$ cat config.mk
export PLATFORM = sky130hd
export DESIGN_NAME = pwm_period_duty_generator
export DESIGN_NICKNAME = d
export VERILOG_FILES = /design/src/rtl/pwm_period_duty_generator.v
export VERILOG_INCLUDE_DIRS = /design/src /design/src/inc
export SDC_FILE = /design/constraint.sdc
export NUM_CORES = 1
export LEC_CHECK = 0
export BUFFER_PORTS_ARGS = -buffer_cell sky130_fd_sc_hd__buf_4
export CORE_MARGIN = 5
export CORE_UTILIZATION = 57
export CTS_CLUSTER_SIZE = 25
export DETAILED_ROUTE_END_ITERATION = 16
export GPL_ROUTABILITY_DRIVEN = 0
export PLACE_DENSITY = 0.79
export SLEW_MARGIN = 20
export SYNTH_ARGS = -nofsm -noshare
export SYNTH_HDL_FRONTEND = slang
export SYNTH_SLANG_ARGS = --single-unit
$ cat constraint.sdc
create_clock -name hclk -period 2.65 [get_ports hclk]
set_input_delay 0.3975 -clock hclk [delete_from_list [all_inputs] [get_ports hclk]]
set_output_delay 0.3975 -clock hclk [all_outputs]
set_load 0.01 [all_outputs]
$ cat src/inc/pwm_period_duty_map.vh
`ifndef PWM_PERIOD_DUTY_MAP_VH
`define PWM_PERIOD_DUTY_MAP_VH

// Byte offsets on the register bus, one 32-bit word per register.
`define OFF_ALT_PIN     8'h00
`define OFF_CH1_CTL     8'h04
`define OFF_CH2_CTL     8'h08
`define OFF_CH1_DUTY    8'h0C
`define OFF_CH1_SHADOW  8'h10
`define OFF_CH2_DUTY    8'h14
`define OFF_CH2_SHADOW  8'h18
`define OFF_PERIOD      8'h1C
`define OFF_TMR_CTL     8'h20
`define OFF_TMR_COUNT   8'h24
`define OFF_PIN_DIR     8'h28
`define OFF_IRQ_STATUS  8'h2C
`define OFF_IRQ_MASK    8'h30

// Field positions.
`define CTL_MODE_HI     3
`define CTL_MODE_LO     2
`define CTL_DLOW_HI     5
`define CTL_DLOW_LO     4
`define TCON_RUN        2
`define TCON_POST_HI    6
`define TCON_POST_LO    3
`define ALT_CH2_SEL     0

// Mode and prescale encodings.
`define MODE_PWM        2'h3
`define PS_DIV1         2'h0
`define PS_DIV4         2'h1

// Prescaler terminal counts: four system clocks per timer step times the prescale.
`define PS_LAST_DIV1    6'h03
`define PS_LAST_DIV4    6'h0F
`define PS_LAST_DIV16   6'h3F

// Reset values.
`define RST_ALT_PIN     1'h0
`define RST_CTL         6'h00
`define RST_DUTY        8'h00
`define RST_SHADOW      10'h000
`define RST_PERIOD      8'hFF
`define RST_TMR_CTL     7'h00
`define RST_TMR_COUNT   8'h00
`define RST_PIN_DIR     3'h7
`define RST_IRQ         1'h0

`endif

$ cat src/rtl/pwm_period_duty_generator.v
// Operation
// - resolution log2 of 4*(period+1), 10 max
// - 1024 duty steps at 10 bits, 256 at 8
// - duty beyond period leaves pin unchanged
// - timer prescale of 1, 4 or 16
// - sleep stops timer and freezes module state (here bus writes and status-clearing reads still take effect in sleep)
// - sleep keeps pin at its present level
// - after wake timer resumes from held value
// - time base derived from the system clock
// - reset makes pins inputs, registers default
// - rollover clears timer, sets pin, latches duty (here the pin is not set when the latched duty is zero)
// - duty is upper byte plus two control bits
// - pin clears when 10-bit base equals shadow
// - period is (limit+1)*4*prescale system clocks
//
// Decided for this implementation: register access over AHB-Lite and the register addresses.
`timescale 1ns/1ps
`include "pwm_period_duty_map.vh"

module pwm_period_duty_generator #(
   parameter N_CH = 2
) (
   input  wire        hclk,
   input  wire        hresetn,
   input  wire        hsel,
   input  wire [31:0] haddr,
   input  wire [1:0]  htrans,
   input  wire        hwrite,
   input  wire [2:0]  hsize,
   input  wire [31:0] hwdata,
   input  wire        hready,
   output reg  [31:0] hrdata,
   output wire        hreadyout,
   output wire        hresp,
   input  wire        sleep,
   output wire        pwm1_out,
   output wire        pwm1_oe_n,
   output wire        pwm2a_out,
   output wire        pwm2a_oe_n,
   output wire        pwm2b_out,
   output wire        pwm2b_oe_n,
   output wire        irq
);

   reg                 wr_pend_r;
   reg  [7:0]          wr_addr_r;
   reg                 alt_r;
   reg  [7:0]          period_limit_r;
   reg  [6:0]          tmr_ctl_r;
   reg  [7:0]          tmr_count_r;
   reg  [5:0]          pcnt_r;
   reg  [3:0]          post_r;
   reg  [2:0]          pin_dir_r;
   reg                 irq_status_r;
   reg                 irq_status_nxt;
   reg                 irq_mask_r;
   reg  [5:0]          ps_last;
   reg  [1:0]          base_lo;
   reg                 step_end;
   reg  [7:0]          rmux;
   wire                acc;
   wire                rd_acc;
   wire                run;
   wire                tick;
   wire                roll;
   wire                match_evt;
   wire [7:0]          wd;
   wire [9:0]          time_base;
   wire [9:0]          time_next;
   wire [6*N_CH-1:0]   ch_ctl;
   wire [8*N_CH-1:0]   ch_duty;
   wire [10*N_CH-1:0]  ch_shadow;
   wire [N_CH-1:0]     ch_lvl;
   wire [N_CH-1:0]     ch_pwm;

   // Zero-wait slave: every transfer completes with OKAY in one data phase.
   assign hreadyout = 1'b1;
   assign hresp     = 1'b0;
   assign acc       = hsel & hready & htrans[1];
   assign rd_acc    = acc & ~hwrite;
   assign wd        = hwdata[7:0];

   // A write is held until its data phase ends, the first edge at which hwdata is valid.
   always @(posedge hclk or negedge hresetn) begin
      if (!hresetn) begin
         wr_pend_r <= 1'b0;
         wr_addr_r <= 8'h00;
      end else if (acc) begin
         wr_pend_r <= hwrite;
         wr_addr_r <= haddr[7:0];
      end else if (hready) begin
         wr_pend_r <= 1'b0;
      end
   end

   // The timer steps only while running and awake, so sleep freezes it in place.
   // Bus writes are still taken in sleep; only the time base and the pins stand still.
   assign run  = tmr_ctl_r[`TCON_RUN] & ~sleep;
   assign tick = run & (pcnt_r == ps_last);
   assign roll = tick & (tmr_count_r == period_limit_r);
   assign match_evt = roll & (post_r == tmr_ctl_r[`TCON_POST_HI:`TCON_POST_LO]);

   always @* begin
      case (tmr_ctl_r[1:0])
         `PS_DIV1: begin
            ps_last  = `PS_LAST_DIV1;
            base_lo  = pcnt_r[1:0];
            step_end = 1'b1;
         end
         `PS_DIV4: begin
            ps_last  = `PS_LAST_DIV4;
            base_lo  = pcnt_r[3:2];
            step_end = (pcnt_r[1:0] == 2'h3);
         end
         default: begin
            ps_last  = `PS_LAST_DIV16;
            base_lo  = pcnt_r[5:4];
            step_end = (pcnt_r[3:0] == 4'hF);
         end
      endcase
   end

   // The low two bits come from the clock phase or the prescaler, whichever is active.
   assign time_base = {tmr_count_r, base_lo};

   // The pin must fall on the edge at which the time base reaches the shadow, not a
   // clock later, so the compare looks at the value that this edge will show.
   assign time_next = time_base + 10'h001;

   // Prescaler runs straight off hclk; no other clock feeds the time base.
   always @(posedge hclk or negedge hresetn) begin
      if (!hresetn) begin
         pcnt_r <= 6'h00;
      end else if (wr_pend_r && (wr_addr_r == `OFF_TMR_COUNT ||
                                 wr_addr_r == `OFF_TMR_CTL)) begin
         pcnt_r <= 6'h00;
      end else if (run) begin
         pcnt_r <= tick ? 6'h00 : pcnt_r + 6'h01;
      end
   end

   always @(posedge hclk or negedge hresetn) begin
      if (!hresetn) begin
         tmr_count_r <= `RST_TMR_COUNT;
      end else if (wr_pend_r && wr_addr_r == `OFF_TMR_COUNT) begin
         tmr_count_r <= wd;
      end else if (roll) begin
         tmr_count_r <= 8'h00;
      end else if (tick) begin
         tmr_count_r <= tmr_count_r + 8'h01;
      end
   end

   always @(posedge hclk or negedge hresetn) begin
      if (!hresetn) begin
         post_r <= 4'h0;
      end else if (wr_pend_r && wr_addr_r == `OFF_TMR_CTL) begin
         post_r <= 4'h0;
      end else if (roll) begin
         post_r <= match_evt ? 4'h0 : post_r + 4'h1;
      end
   end

   // Global registers; all return to their defaults on reset.
   always @(posedge hclk or negedge hresetn) begin
      if (!hresetn) begin
         alt_r          <= `RST_ALT_PIN;
         period_limit_r <= `RST_PERIOD;
         tmr_ctl_r      <= `RST_TMR_CTL;
         pin_dir_r      <= `RST_PIN_DIR;
         irq_mask_r     <= `RST_IRQ;
      end else if (wr_pend_r) begin
         case (wr_addr_r)
            `OFF_ALT_PIN:  alt_r          <= wd[`ALT_CH2_SEL];
            `OFF_PERIOD:   period_limit_r <= wd;
            `OFF_TMR_CTL:  tmr_ctl_r      <= wd[6:0];
            `OFF_PIN_DIR:  pin_dir_r      <= wd[2:0];
            `OFF_IRQ_MASK: irq_mask_r     <= wd[0];
            default:       alt_r          <= alt_r;
         endcase
      end
   end

   // A match in the same cycle as the clearing read still leaves the flag set.
   always @* begin
      irq_status_nxt = irq_status_r;
      if (rd_acc && haddr[7:0] == `OFF_IRQ_STATUS) begin
         irq_status_nxt = 1'b0;
      end
      if (match_evt) begin
         irq_status_nxt = 1'b1;
      end
   end

   always @(posedge hclk or negedge hresetn) begin
      if (!hresetn) begin
         irq_status_r <= `RST_IRQ;
      end else begin
         irq_status_r <= irq_status_nxt;
      end
   end

   assign irq = irq_status_r & irq_mask_r;

   genvar i;
   generate
      for (i = 0; i < N_CH; i = i + 1) begin : g_ch
         localparam [7:0] OFF_CTL = (i == 0) ? `OFF_CH1_CTL    : `OFF_CH2_CTL;
         localparam [7:0] OFF_DTY = (i == 0) ? `OFF_CH1_DUTY   : `OFF_CH2_DUTY;
         localparam [7:0] OFF_SHD = (i == 0) ? `OFF_CH1_SHADOW : `OFF_CH2_SHADOW;
         reg  [5:0] ctl_r;
         reg  [7:0] duty_r;
         reg  [9:0] shadow_r;
         reg        lvl_r;
         wire [9:0] duty_full;
         wire       pwm_on;
         wire       clr_hit;

         // Ten bits of duty give 1024 settings; with a short period fewer are reachable.
         assign duty_full = {duty_r, ctl_r[`CTL_DLOW_HI:`CTL_DLOW_LO]};
         assign pwm_on    = ctl_r[`CTL_MODE_HI:`CTL_MODE_LO] == `MODE_PWM;
         // Comparing with the next time base makes the high time exactly the duty
         // count times the prescale, with no extra clock at the end.
         assign clr_hit   = run & step_end & (time_next == shadow_r);

         always @(posedge hclk or negedge hresetn) begin
            if (!hresetn) begin
               ctl_r  <= `RST_CTL;
               duty_r <= `RST_DUTY;
            end else if (wr_pend_r && wr_addr_r == OFF_CTL) begin
               ctl_r  <= wd[5:0];
            end else if (wr_pend_r && wr_addr_r == OFF_DTY) begin
               duty_r <= wd;
            end
         end

         // Shadow is software-writable only outside PWM mode.
         always @(posedge hclk or negedge hresetn) begin
            if (!hresetn) begin
               shadow_r <= `RST_SHADOW;
               lvl_r    <= 1'b0;
            end else if (!pwm_on) begin
               lvl_r <= 1'b0;
               if (wr_pend_r && wr_addr_r == OFF_SHD) begin
                  shadow_r <= {wd, shadow_r[1:0]};
               end
            end else if (roll) begin
               shadow_r <= duty_full;
               lvl_r    <= (duty_full != 10'h000);
            end else if (clr_hit) begin
               // A duty beyond the period never matches, so the pin keeps its level.
               lvl_r <= 1'b0;
            end
         end

         assign ch_ctl[6*i +: 6]     = ctl_r;
         assign ch_duty[8*i +: 8]    = duty_r;
         assign ch_shadow[10*i +: 10] = shadow_r;
         assign ch_lvl[i]            = lvl_r;
         assign ch_pwm[i]            = pwm_on;
      end
   endgenerate

   // A pin drives only while its direction bit is clear and its channel is in PWM mode.
   // The level keeps running behind a disabled driver, so enabling it mid-pulse cuts a pulse.
   assign pwm1_out   = ch_lvl[0];
   assign pwm1_oe_n  = pin_dir_r[0] | ~ch_pwm[0];
   assign pwm2a_out  = ch_lvl[1] & ~alt_r;
   assign pwm2a_oe_n = pin_dir_r[1] | ~ch_pwm[1] | alt_r;
   assign pwm2b_out  = ch_lvl[1] & alt_r;
   assign pwm2b_oe_n = pin_dir_r[2] | ~ch_pwm[1] | ~alt_r;

   always @* begin
      case (haddr[7:0])
         `OFF_ALT_PIN:    rmux = {7'h00, alt_r};
         `OFF_CH1_CTL:    rmux = {2'h0, ch_ctl[5:0]};
         `OFF_CH2_CTL:    rmux = {2'h0, ch_ctl[11:6]};
         `OFF_CH1_DUTY:   rmux = ch_duty[7:0];
         `OFF_CH1_SHADOW: rmux = ch_shadow[9:2];
         `OFF_CH2_DUTY:   rmux = ch_duty[15:8];
         `OFF_CH2_SHADOW: rmux = ch_shadow[19:12];
         `OFF_PERIOD:     rmux = period_limit_r;
         `OFF_TMR_CTL:    rmux = {1'h0, tmr_ctl_r};
         `OFF_TMR_COUNT:  rmux = tmr_count_r;
         `OFF_PIN_DIR:    rmux = {5'h00, pin_dir_r};
         `OFF_IRQ_STATUS: rmux = {7'h00, irq_status_r};
         `OFF_IRQ_MASK:   rmux = {7'h00, irq_mask_r};
         default:         rmux = 8'h00;
      endcase
   end

   // Read data is captured in the address phase, so a read straight after a
   // write to the same register returns the value before that write.
   always @(posedge hclk or negedge hresetn) begin
      if (!hresetn) begin
         hrdata <= 32'h0000_0000;
      end else if (rd_acc) begin
         hrdata <= {24'h000000, rmux};
      end
   end

endmodule // pwm_period_duty_generator

Word level (Yosys, flattened, before mapping). Index checks and enable logic that the tools add are counted.

Register bits after elaboration: 106. Logic and storage cells: 151.

$add $sub $neg: 4. Equal/unequal tests: 37. Multiplexer cells: 29. Bitwise logic cells: 25. Reductions and logical operators: 34.

Operators with widths (number): case mux 8 bit (13 select lines) (1); equality test 8 x 6 -> 1 bit (second input constant) (9); equality test 8 x 5 -> 1 bit (second input constant) (8); 2-to-1 mux 10 bit (6); equality test 8 x 4 -> 1 bit (second input constant) (4); 2-to-1 mux 8 bit (3); AND reduction 2 bit (11); equality test 10 bit (2); nonzero test 10 bit (2); 2-to-1 mux 6 bit (3); equality test 8 x 3 -> 1 bit (second input constant) (2); zero test 8 bit (2); AND 1 bit (13); 2-to-1 mux 4 bit (3); case mux 6 bit (2 select lines) (1); nonzero test 2 bit (6); adder 10 x 1 -> 10 bit (second input constant) (1); logical AND 1 bit (10); 2-to-1 mux 1 bit (10); adder 8 x 1 -> 8 bit (second input constant) (1); equality test 8 bit (1); inverter 1 bit (7); adder 6 x 1 -> 6 bit (second input constant) (1); equality test 2 bit (second input constant) (3); other kinds (13) (19).

Depth between registers and ports, before layout. Gate-level depths: netlist of the first run.

Word-level depth: 9. Gate-level depth with buffers: 9. Depth with buffers taken out: 8.

Least setup slack after synthesis of the first run. Ideal clock, no wire load.

Kind: reg2reg. From: register tmr_ctl_r[0]. To: register g_ch[1].shadow_r[0]. Library setup time: 0.125 ns. Arrival time: 2.066 ns. Required time: 2.525 ns. Slack: 0.459 ns. Stages on the path, launching flop included: 9. Path through: dfrtp_1 buf_6 or4_1 o21a_1 nor3_2 nand2_2 buf_2 nor2_1 mux2_2.

Cells in the longest elaborated chain, start to end: 6. Elaborated cells on any way between the ends: 7. Classes of those cells: eq/ne (2); mux (1); bitwise (2); reduce/logical (2).

Ends and longest elaborated chain: start, declared (line pwm_period_duty_generator.v:49) `reg [6:0] tmr_ctl_r;`; start signal, assigned (line pwm_period_duty_generator.v:169) `` tmr_ctl_r <= `RST_TMR_CTL; ``; start signal, assigned (line pwm_period_duty_generator.v:176) `` `OFF_TMR_CTL: tmr_ctl_r <= wd[6:0]; ``; equality test 2 x 1 -> 1 bit or zero test 2 bit (tied branches) (line pwm_period_duty_generator.v:104) `case (tmr_ctl_r[1:0])`; case mux 6 bit (2 select lines) * (line pwm_period_duty_generator.v:104); equality test 6 bit * (line pwm_period_duty_generator.v:99) `assign tick = run & (pcnt_r == ps_last);`; AND 1 bit * (line pwm_period_duty_generator.v:99); AND 1 bit * (line pwm_period_duty_generator.v:100) `assign roll = tick & (tmr_count_r == period_limit_r);`; AND reduction 2 bit (no source line) *; end signal, assigned (line pwm_period_duty_generator.v:240) `` shadow_r <= `RST_SHADOW; ``; end signal, assigned (line pwm_period_duty_generator.v:245) `shadow_r <= {wd, shadow_r[1:0]};`; end signal, assigned (line pwm_period_duty_generator.v:248) `shadow_r <= duty_full;`; end, declared (line pwm_period_duty_generator.v:213) `reg [9:0] shadow_r;`.

Every way passes the cells marked *; elsewhere a longest branch is shown, timed or not. A chain may end at the register's enable or synchronous reset.

Worst setup path after layout of the first run.
From: register tmr_ctl_r[0]. To: register post_r[3].

Cells in the longest elaborated chain, start to end: 9. Elaborated cells on any way between the ends: 11. Classes of those cells: eq/ne (2); mux (4); bitwise (3); reduce/logical (2).

Ends and longest elaborated chain: equality test 2 x 1 -> 1 bit or zero test 2 bit (tied branches) (line pwm_period_duty_generator.v:104); case mux 6 bit (2 select lines) * (line pwm_period_duty_generator.v:104); equality test 6 bit * (line pwm_period_duty_generator.v:99); AND 1 bit * (line pwm_period_duty_generator.v:99); AND 1 bit * (line pwm_period_duty_generator.v:100); AND 1 bit (line pwm_period_duty_generator.v:101) `` assign match_evt = roll & (post_r == tmr_ctl_r[`TCON_POST_HI:`TCON_POST_LO]); ``; 2-to-1 mux 4 bit (line pwm_period_duty_generator.v:160) `post_r <= match_evt ? 4'h0 : post_r + 4'h1;`; 2-to-1 mux 4 bit (line pwm_period_duty_generator.v:159) `end else if (roll) begin`; 2-to-1 mux 4 bit (line pwm_period_duty_generator.v:157) `` end else if (wr_pend_r && wr_addr_r == `OFF_TMR_CTL) begin ``; end signal, assigned (line pwm_period_duty_generator.v:160); end, declared (line pwm_period_duty_generator.v:52) `reg [3:0] post_r;`.

Every way passes the cells marked *; elsewhere a longest branch is shown, timed or not. The select of a mux whose other input is x is not followed.

==> flow_summary.toml, run 1 <==
[finish]
area_growth_pct = 11.3
nets = 771
n_antenna_cell = 0
drive_gt1_share_pct = 25.4
fin_util_pct = 65.5

[power]
p_int_w = 0.00286
p_seq_share_pct = 48.0
power_frac_clock_pct = 34.9
combPwrFrac_pct = 17.1
swShare_pct = 29.9
switching_power_w = 0.00122
power_density_nw_per_um2 = 569
leakagePower_nw = 3.21
peakVddDrop_mv = 0.461
power_w = 0.00408

[cts]
clk_latency_ps = 350
cts_tree = "done"
hold_buffers = 0
clk_pin_slew_ps = 70
clock_sinks = 106
htreeDepth = 3
cts.path.max_buffers = 2
cts_root_buf = "clkbuf_16"
numCtsBuffers = 9

[worst_setup_path]
cp.required_ps = 2930
crit_type = "flip-flop to flip-flop"
ff2ff_path_depth = 6
arrival_ps = 2750
setup.worst_path.end_class = "flip-flop"
path_max_fanout = 16
critPathLaunchType = "flip-flop"

[sta]
tns_ps = 0
finalClockSkew_ps = 5.80
fin_crit_ps = 2470
rsz0062_at_grt = "no"
final.period_utilization_pct = 93.2
whs_ps = 127
setup_viol_count_final = 0
clock.fmax_mhz = 405
worst_pin_slew_ps = 937
hold_viol_final = 0
relSlewSlack_pct = 37.0
report.final.slew_viol_count = 0

[logic_synthesis]
synth_edf_count = 0
yosysWarningCount = 0
synth_ff_type = "dfrtp_1"
synth_simple_gate_area_share_pct = 16.5
synth_compound_area_share_pct = 12.3
synth_seq_cells = 106
syn_area_per_cell_um2 = 9.75
ys_types = 65
synth_area_um2 = 6430
synth_xor_area_share_pct = 5.58
synth_top_family_by_area = "multiplexers"
yosys.area_share.adder_pct = 0.584
synthArstFlopShare_pct = 100
synth_mux_area_share_pct = 17.2
postSynthCellCount = 660
synth-seq-area-share_pct = 41.5

[global_routing]
grt_max_degree = 61
antenna_found_initial = 0
grt_overflow_total = 0
grt_pass1_vias = 5206
grt_usage_pct = 27.4
grt_pass1_wl_um = 28100

[floorplanning]
num_rows = 38
fp.dieW_um = 116
die_h_um = 116
start_util_pct = 58.8
die-area_um2 = 13500
io_pins = 116
core-area_um2 = 10900

[placed_design]
hpwl_um = 13200
portBuffers = 37

[min_path]
hold_class = "input pin to async pin"

[detailed_routing]
finalWirelength_um = 17900
ant_nets = 0
via_count = 5314
vias_per_cell = 6.34
wire_per_inst_um = 21.3
drc = 0
firstDrtPassIters = 5
drt_iter0_markers = 632

[flow_run]
cap_violations = 0

[status]
status = "completed"
power groups by stage:
| stage | sequential, W | combinational, W | clock [W] |
|---|---|---|---|
| after CTS | 0.00194 | 0.000688 | 0.00144 |
| after detailed placement | 0.00197 | 0.000684 | 0 |
| final | 0.00195 | 0.000697 | 0.00142 |
| after floorplan | 0.00189 | 0.000540 | 0 |
| after global placement | 0.00196 | 0.000657 | 0 |
| after global routing | 0.00197 | 0.000765 | 0.00151 |
worst paths after layout:
path | startpoint | to | slack (ps)
max reg2reg | tmr_ctl_r[0] | post_r[3] | 180
min reg2reg | hrdata[0] | hrdata[0] | 480
max in group asynchronous | hresetn | g_ch[0].duty_r[5] | 1770
min in group hclk | hready | wr_pend_r | 240
min | hresetn | pcnt_r[5] | 130
max | tmr_ctl_r[0] | post_r[3] | 180
per-stage QoR:
| step | setup WS, ps | instances | area (um^2) |
|---|---|---|---|
| floorplan | 459 | 684 | 6520 |
| global placement | 185 | 822 | 6830 |
| detailed placement | 141 | 822 | 6830 |
| CTS | 117 | 838 | 7150 |
| global route | 43.3 | 838 | 7160 |
| finish | 180 | 838 | 7160 |
cell type report:
cell class,instances,area [um^2]
repair buffers,65,500
clock inverters,6,80.1
multi-input cells,504,3470
inverters,7,26.3
clock buffers,10,239
well taps,140,175
fillers,845,3780
flip-flops and latches,106,2670
timing repair:
action | 4_1_cts | 5_1_grt
resized for setup | 0 | 4
endpoints found under the setup margin | 0 | 4
setup buffers | 0 | 0
per-layer routing:
| metal | GRT usage (%) | vias up | share of wire, % |
|---|---|---|---|
| met5 | 0 | - | 0 |
| met4 | 11.8 | 0 | 3.5 |
| met3 | 5.34 | 60 | 7.7 |
| met2 | 43.7 | 265 | 48 |
| met1 | 36.7 | 2607 | 41 |
| li1 | - | 2382 | - |
registers in the layout, summed over array words and instances, names as in the netlist, 3 cells and up:
signal / flops
g_ch.shadow_r: 20
g_ch.duty_r: 16
g_ch.ctl_r: 12
hrdata: 8
period_limit_r: 8
tmr_count_r: 8
wr_addr_r: 8
tmr_ctl_r: 7
pcnt_r: 6
post_r: 4
pin_dir_r: 3
Yosys cell counts (all sizes together) (3+ instances only):
cell	count	area share, %
nor2b	11	1.1
dfrtp	95	37
o21ai	49	3.9
dfstp	11	4.5
and3	6	0.58
nand2b	5	0.49
or3	6	0.58
o22ai	4	0.39
or4	5	0.58
xor2	16	2.2
nor3b	5	0.58
a22oi	9	1.1
a31oi	5	0.49
nor3	13	1.1
xnor2	25	3.4
nor2	45	2.7
o211ai	5	0.58
clkbuf	18	1.1
mux4	5	1.8
nand3b	3	0.35
nand2	63	3.7
mux2i	26	4.0
inv	7	0.41
buf	49	4.8
o31a	3	0.41
a21oi	30	2.3
nor4	11	1.1
nand3	14	1.2
ha	3	0.58
nand4	12	1.2
mux2	65	11
cell usage in the layout, fill, tap and decap left out, types with 25 or more instances in the layout:
master | netlist | routed
dfrtp_1 | 95 | 93
mux2_2 | 65 | 65
buf_4 | 26 | 64
nand2_1 | 62 | 62
o21ai_0 | 47 | 47
nor2_1 | 43 | 42
a21oi_1 | 30 | 30
mux2i_1 | 26 | 26
conb_1 | 2 | 26
xnor2_1 | 25 | 25
critical path, stage by stage (launching register included):
cell	delay, ps
dfrtp_1	500
or4_1	580
o21a_1	160
nor3_2	260
nand2_4	200
or4_1	530
a21oi_1	160
logic make-up (layout without fill, tap and decap cells):
kind of cell	Yosys count	in the layout
compound gates	129	129
xor+xnor	41	41
fa+ha+maj	3	3
buf+inv	74	88
flops	106	106
mux	96	96
other cells	2	26
simple gates	209	209
Power figures use the tool's default switching activity.
==> run 2: changes to the inputs <==
--- a/config.mk
+++ b/config.mk
@@ -8,11 +8,11 @@
 export LEC_CHECK = 0
 export BUFFER_PORTS_ARGS = -buffer_cell sky130_fd_sc_hd__buf_4
 export CORE_MARGIN = 5
-export CORE_UTILIZATION = 57
+export CORE_UTILIZATION = 60
 export CTS_CLUSTER_SIZE = 25
 export DETAILED_ROUTE_END_ITERATION = 16
 export GPL_ROUTABILITY_DRIVEN = 0
-export PLACE_DENSITY = 0.79
+export PLACE_DENSITY = 0.83
 export SLEW_MARGIN = 20
 export SYNTH_ARGS = -nofsm -noshare
 export SYNTH_HDL_FRONTEND = slang
==> constraint.sdc (replaced) <==
create_clock -name hclk -period 2.9 [get_ports hclk]
set_input_delay 0.435 -clock hclk [delete_from_list [all_inputs] [get_ports hclk]]
set_output_delay 0.435 -clock hclk [all_outputs]
set_load 0.01 [all_outputs]
==> run 2 against run 1 <==
Net effect: die area decreased by 4.6%; critical path depth is 2 higher; clock power is 37% lower; fmax decreased by 8.3%; design area down 2.4%; largest power group unchanged; sequential share of layout area is 0.89 points higher; critical endpoint is now pwm1_out; via count rose by 1.2%; worst hold slack worse by 37 ps; global-route usage up 1.1 points; flip-flop and latch count did not move; non-clock buffer count decreased by 4; worst setup slack better by 27 ps; highest routed layer unchanged.
==> flow_summary.toml, run 2 (synthesis results as in run 1) <==
[global_routing]
grt_overflow_total = 0
grt_pass1_wl_um = 28800
antenna_found_initial = 0
grt_pass1_vias = 5327
grt_usage_pct = 28.5
grt_max_degree = 59

[detailed_routing]
drc = 0
finalWirelength_um = 18000
via_count = 5376
drt_iter0_markers = 807
wire_per_inst_um = 21.6
firstDrtPassIters = 6
ant_nets = 0
vias_per_cell = 6.48

[finish]
largest_register_ff_count = 20
nets = 767
nFillCells = 808
mostFrequentLayoutCell = "dfrtp_1"
layout_common_cells = "dfrtp_1, mux2_2, nand2_1"
drive_gt1_share_pct = 24.6
top_regs = "g_ch.shadow_r: 20 flops, g_ch.duty_r: 16 flops, g_ch.ctl_r: 12 flops"
largest_register = "g_ch.shadow_r"
fin_util_pct = 67.4
finalNonFillerCells = 830
n_antenna_cell = 0
area_growth_pct = 8.58

[cts]
post_cts_buffers = 0
clock_sinks = 106
numCtsBuffers = 9
clk_pin_slew_ps = 110
cts.path.max_buffers = 2
hold_buffers = 0
cts_resized = 0
cts_tree = "done"
cts_root_buf = "clkbuf_8"
clk_latency_ps = 390
htreeDepth = 3

[worst_setup_path]
cp.required_ps = 3170
arrival_ps = 2970
worst-path-buf-inv = 0
critical_path.cell_chain = "ha_1 > nor2b_1 > o21ai_0 > o211ai_1 > a2111oi_0 > nand4_1 > or4_1 > o31a_1"
path_max_fanout = 8
crit_family = "compound AO/OA/AOI/OAI gates"
crit_type = "flip-flop to flip-flop"
r2r_start = "pcnt_r[0]"
cp-startpoint = "pcnt_r[0]"
setup.worst_path.end_class = "flip-flop"
critPathSlowestCell = "dfrtp_1"
slowest_delay_ps = 510
critPathLaunchType = "flip-flop"

[sta]
report.final.slew_viol_count = 0
tns_ps = 0
setup_viol_count_final = 0
finalClockSkew_ps = 12.4
final.period_utilization_pct = 92.9
clock.fmax_mhz = 371
hold_viol_final = 0
fin_crit_ps = 2690
relSlewSlack_pct = 37.0
rsz0062_at_grt = "no"
worst_pin_slew_ps = 936
whs_ps = 90.0

[placed_design]
dp_cells = 814
hpwl_um = 13100
portBuffers = 37

[power]
peakVddDrop_mv = 0.403
combPwrFrac_pct = 19.1
p_int_w = 0.00222
swShare_pct = 33.0
power_density_nw_per_um2 = 475
p_seq_share_pct = 53.8
leakagePower_nw = 3.12
power_frac_clock_pct = 27.1
switching_power_w = 0.00109

[status]
status = "completed"

[floorplanning]
io_pins = 116
start_util_pct = 62.0
die_h_um = 114
core-area_um2 = 10400
fp.dieW_um = 114
die-area_um2 = 12900
num_rows = 37

[min_path]
hold_class = "input pin to async pin"

[flow_run]
cap_violations = 0
run 2: cell types whose count changed in the layout (fill, tap and decap cells not counted), sizes merged:
cell,previous run,this run
buf,65,61
clkinv,1,4
bufinv,1,0
clkinvlp,1,0
inv,10,9
run 2: cell type report:
type | instances | area, um^2 | area share, %
Multi-Input combinational cell | 504 | 3470 | 49.7
Sequential cell | 106 | 2670 | 38.2
Timing Repair Buffer | 61 | 458 | 6.56
Tap cell | 136 | 170 | 2.44
Clock buffer | 10 | 128 | 1.83
Clock inverter | 6 | 62.6 | 0.896
Inverter | 7 | 26.3 | 0.376
run 2: stage by stage:
step | setup slack [ps] | total power, W | cell area [um^2]
after CTS | 210 | 0.00329 | 6970
after floorplan | 709 | 0.00222 | 6520
after global routing | 115 | 0.00345 | 6980
final | 207 | 0.00332 | 6980
after detailed placement | 247 | 0.00242 | 6780
after global placement | 388 | 0.00238 | 6780
run 2: final timing paths:
path,end,slack (ps),cells past startpoint
worst max-delay path,pwm1_out,210,8
worst min-delay path,tmr_count_r[1],90,1
worst max register to register,pwm1_out,210,8
worst min register to register,hrdata[2],500,2
max in group asynchronous,pin_dir_r[0],1930,2
min in group hclk,wr_pend_r,230,2
run 2: metal layers:
metal / track usage (%) / share of wire [%] / up-vias
met1: 36.3 / 38 / 2595
met3: 7.75 / 11 / 73
met2: 45.3 / 47 / 338
met5: 0 / 0 / -
met4: 13.5 / 4.5 / 0
li1: - / - / 2370
run 2: worst reg2reg max path: cells and delay by family (launching register included):
| family | cells | cell delay, ps |
|---|---|---|
| AO/OA/AOI/OAI | 4 | 1200 |
| adder cells (fa/ha/maj) | 1 | 240 |
| flip-flops | 1 | 510 |
| AND/OR/NAND/NOR | 3 | 630 |
run 2: power by group through the flow:
| stage | clock network (W) | registers [W] | logic [W] |
|---|---|---|---|
| after detailed placement | 0 | 0.00180 | 0.000616 |
| after global placement | 0 | 0.00179 | 0.000588 |
| after CTS | 0.000895 | 0.00177 | 0.000620 |
| after global routing | 0.000965 | 0.00179 | 0.000692 |
| final | 0.000900 | 0.00178 | 0.000633 |
| after floorplan | 0 | 0.00172 | 0.000494 |
==> run 3: changes to the inputs <==
--- a/config.mk
+++ b/config.mk
@@ -12,7 +12,7 @@
 export CTS_CLUSTER_SIZE = 25
 export DETAILED_ROUTE_END_ITERATION = 16
 export GPL_ROUTABILITY_DRIVEN = 0
-export PLACE_DENSITY = 0.83
+export PLACE_DENSITY = 0.85
 export SLEW_MARGIN = 20
 export SYNTH_ARGS = -nofsm -noshare
 export SYNTH_HDL_FRONTEND = slang
==> run 3 against run 2 <==
Net effect: routed wire length fell by 3.4%; via count fell by 0.48%; clock power rose by 2%; flip-flop and latch count did not move; design area fell by 0.63%; first-iteration DRC count rose by 1.7%; sequential share of layout area rose by 0.24 points; clock skew barely moved; largest power group unchanged; critical endpoint unchanged.
==> flow_summary.toml, run 3 (synthesis results as in run 1) <==
[cts]
numCtsBuffers = 9
cts_resized = 0
cts_tree = "done"
htreeDepth = 3
hold_buffers = 0
cts.path.max_buffers = 2
cts_root_buf = "clkbuf_8"
clk_pin_slew_ps = 110
post_cts_buffers = 0
clock_sinks = 106
clk_latency_ps = 400

[detailed_routing]
firstDrtPassIters = 7
vias_per_cell = 6.49
drt_iter0_markers = 821
via_count = 5350
wire_per_inst_um = 21.1
finalWirelength_um = 17400
ant_nets = 0
drc = 0

[floorplanning]
fp.dieW_um = 114
core-area_um2 = 10400
io_pins = 116
start_util_pct = 62.0
die-area_um2 = 12900
num_rows = 37
die_h_um = 114

[worst_setup_path]
setup.worst_path.end_class = "flip-flop"
arrival_ps = 2970
cp.required_ps = 3180
critPathLaunchType = "flip-flop"
crit_type = "flip-flop to flip-flop"
path_max_fanout = 14
ff2ff_setup_slack_ps = 220

[sta]
finalClockSkew_ps = 12.8
relSlewSlack_pct = 34.1
clock.fmax_mhz = 373
rsz0062_at_grt = "no"
tns_ps = 0
fin_crit_ps = 2680
setup_viol_count_final = 0
report.final.slew_viol_count = 0
whs_ps = 44.2
worst_pin_slew_ps = 979
final.period_utilization_pct = 92.5
hold_viol_final = 0

[power]
combPwrFrac_pct = 18.7
p_seq_share_pct = 53.9
peakVddDrop_mv = 0.478
leakagePower_nw = 3.09
power_frac_clock_pct = 27.5
p_int_w = 0.00223
power_density_nw_per_um2 = 479
swShare_pct = 33.1
switching_power_w = 0.00110

[finish]
top_regs = "g_ch.shadow_r: 20 flops, g_ch.duty_r: 16 flops, g_ch.ctl_r: 12 flops"
layout_common_cells = "dfrtp_1, mux2_2, nand2_1"
largest_register = "g_ch.shadow_r"
nets = 761
largest_register_ff_count = 20
nFillCells = 798
area_growth_pct = 7.90
mostFrequentLayoutCell = "dfrtp_1"
n_antenna_cell = 0
drive_gt1_share_pct = 23.8
finalNonFillerCells = 824

[min_path]
hold_class = "input pin to async pin"

[placed_design]
dp_cells = 808
portBuffers = 37
hpwl_um = 12700

[global_routing]
grt_overflow_total = 0
grt_pass1_wl_um = 28100
grt_usage_pct = 27.8
grt_max_degree = 61
antenna_found_initial = 0
grt_pass1_vias = 5291

[flow_run]
cap_violations = 0

[status]
status = "completed"
## run 3: metrics by stage
step / power [W] / worst slack, ps / area [um^2] / util [%]
after floorplan: 0.00222 / 709 / 6520 / -
after global placement: 0.00237 / 398 / 6750 / 65.1
after detailed placement: 0.00241 / 302 / 6750 / 65.1
after CTS: 0.00331 / 268 / 6940 / 66.9
after global routing: 0.00347 / 71.0 / 6940 / 66.9
final: 0.00333 / 216 / 6940 / 66.9
## run 3: final cells by class
class / instances / area, um^2 / area share, %
sequential: 106 / 2670 / 38.4
timing repair buffer: 55 / 425 / 6.13
clock inverter: 7 / 67.6 / 0.973
inverter: 7 / 26.3 / 0.379
multi-input combinational: 504 / 3460 / 49.9
tap: 136 / 170 / 2.45
clock buffer: 9 / 124 / 1.78
## run 3: power groups by stage
stage	registers [W]	clock network [W]	logic [W]
finish	0.00179	0.000914	0.000621
global route	0.00181	0.000988	0.000678
CTS	0.00178	0.000922	0.000609
detailed placement	0.00181	0	0.000606
global placement	0.00179	0	0.000575
floorplan	0.00172	0	0.000494
## run 3: path summary, 6_finish.rpt
check	from	endpoint	depth (start not counted)
setup / recovery	tmr_ctl_r[1]	pwm1_out	7
hold reg to reg	hrdata[3]	hrdata[3]	2
setup reg to reg	tmr_ctl_r[1]	pwm1_out	7
max in group asynchronous	hresetn	period_limit_r[3]	2
hold / removal	hresetn	tmr_count_r[1]	1
min in group hclk	hready	wr_pend_r	2
## run 3: worst max-delay path, stage by stage, from the launching register on
cell	delay (ps)
dfrtp_1	550
a21bo_2	280
o31a_1	470
nand2_1	230
or4b_1	530
o211ai_1	110
a21oi_1	110
o31a_1	290
## run 3: metal layers
layer / part of all wire [%] / wire length (um) / vias to the layer above / global-route usage, %
li1: - / - / 2367 / -
met4: 3.8 / 664 / 0 / 11.1
met5: 0 / 0 / - / 0
met3: 11 / 1830 / 76 / 7.16
met1: 39 / 6700 / 2565 / 36.9
met2: 47 / 8170 / 342 / 43.7
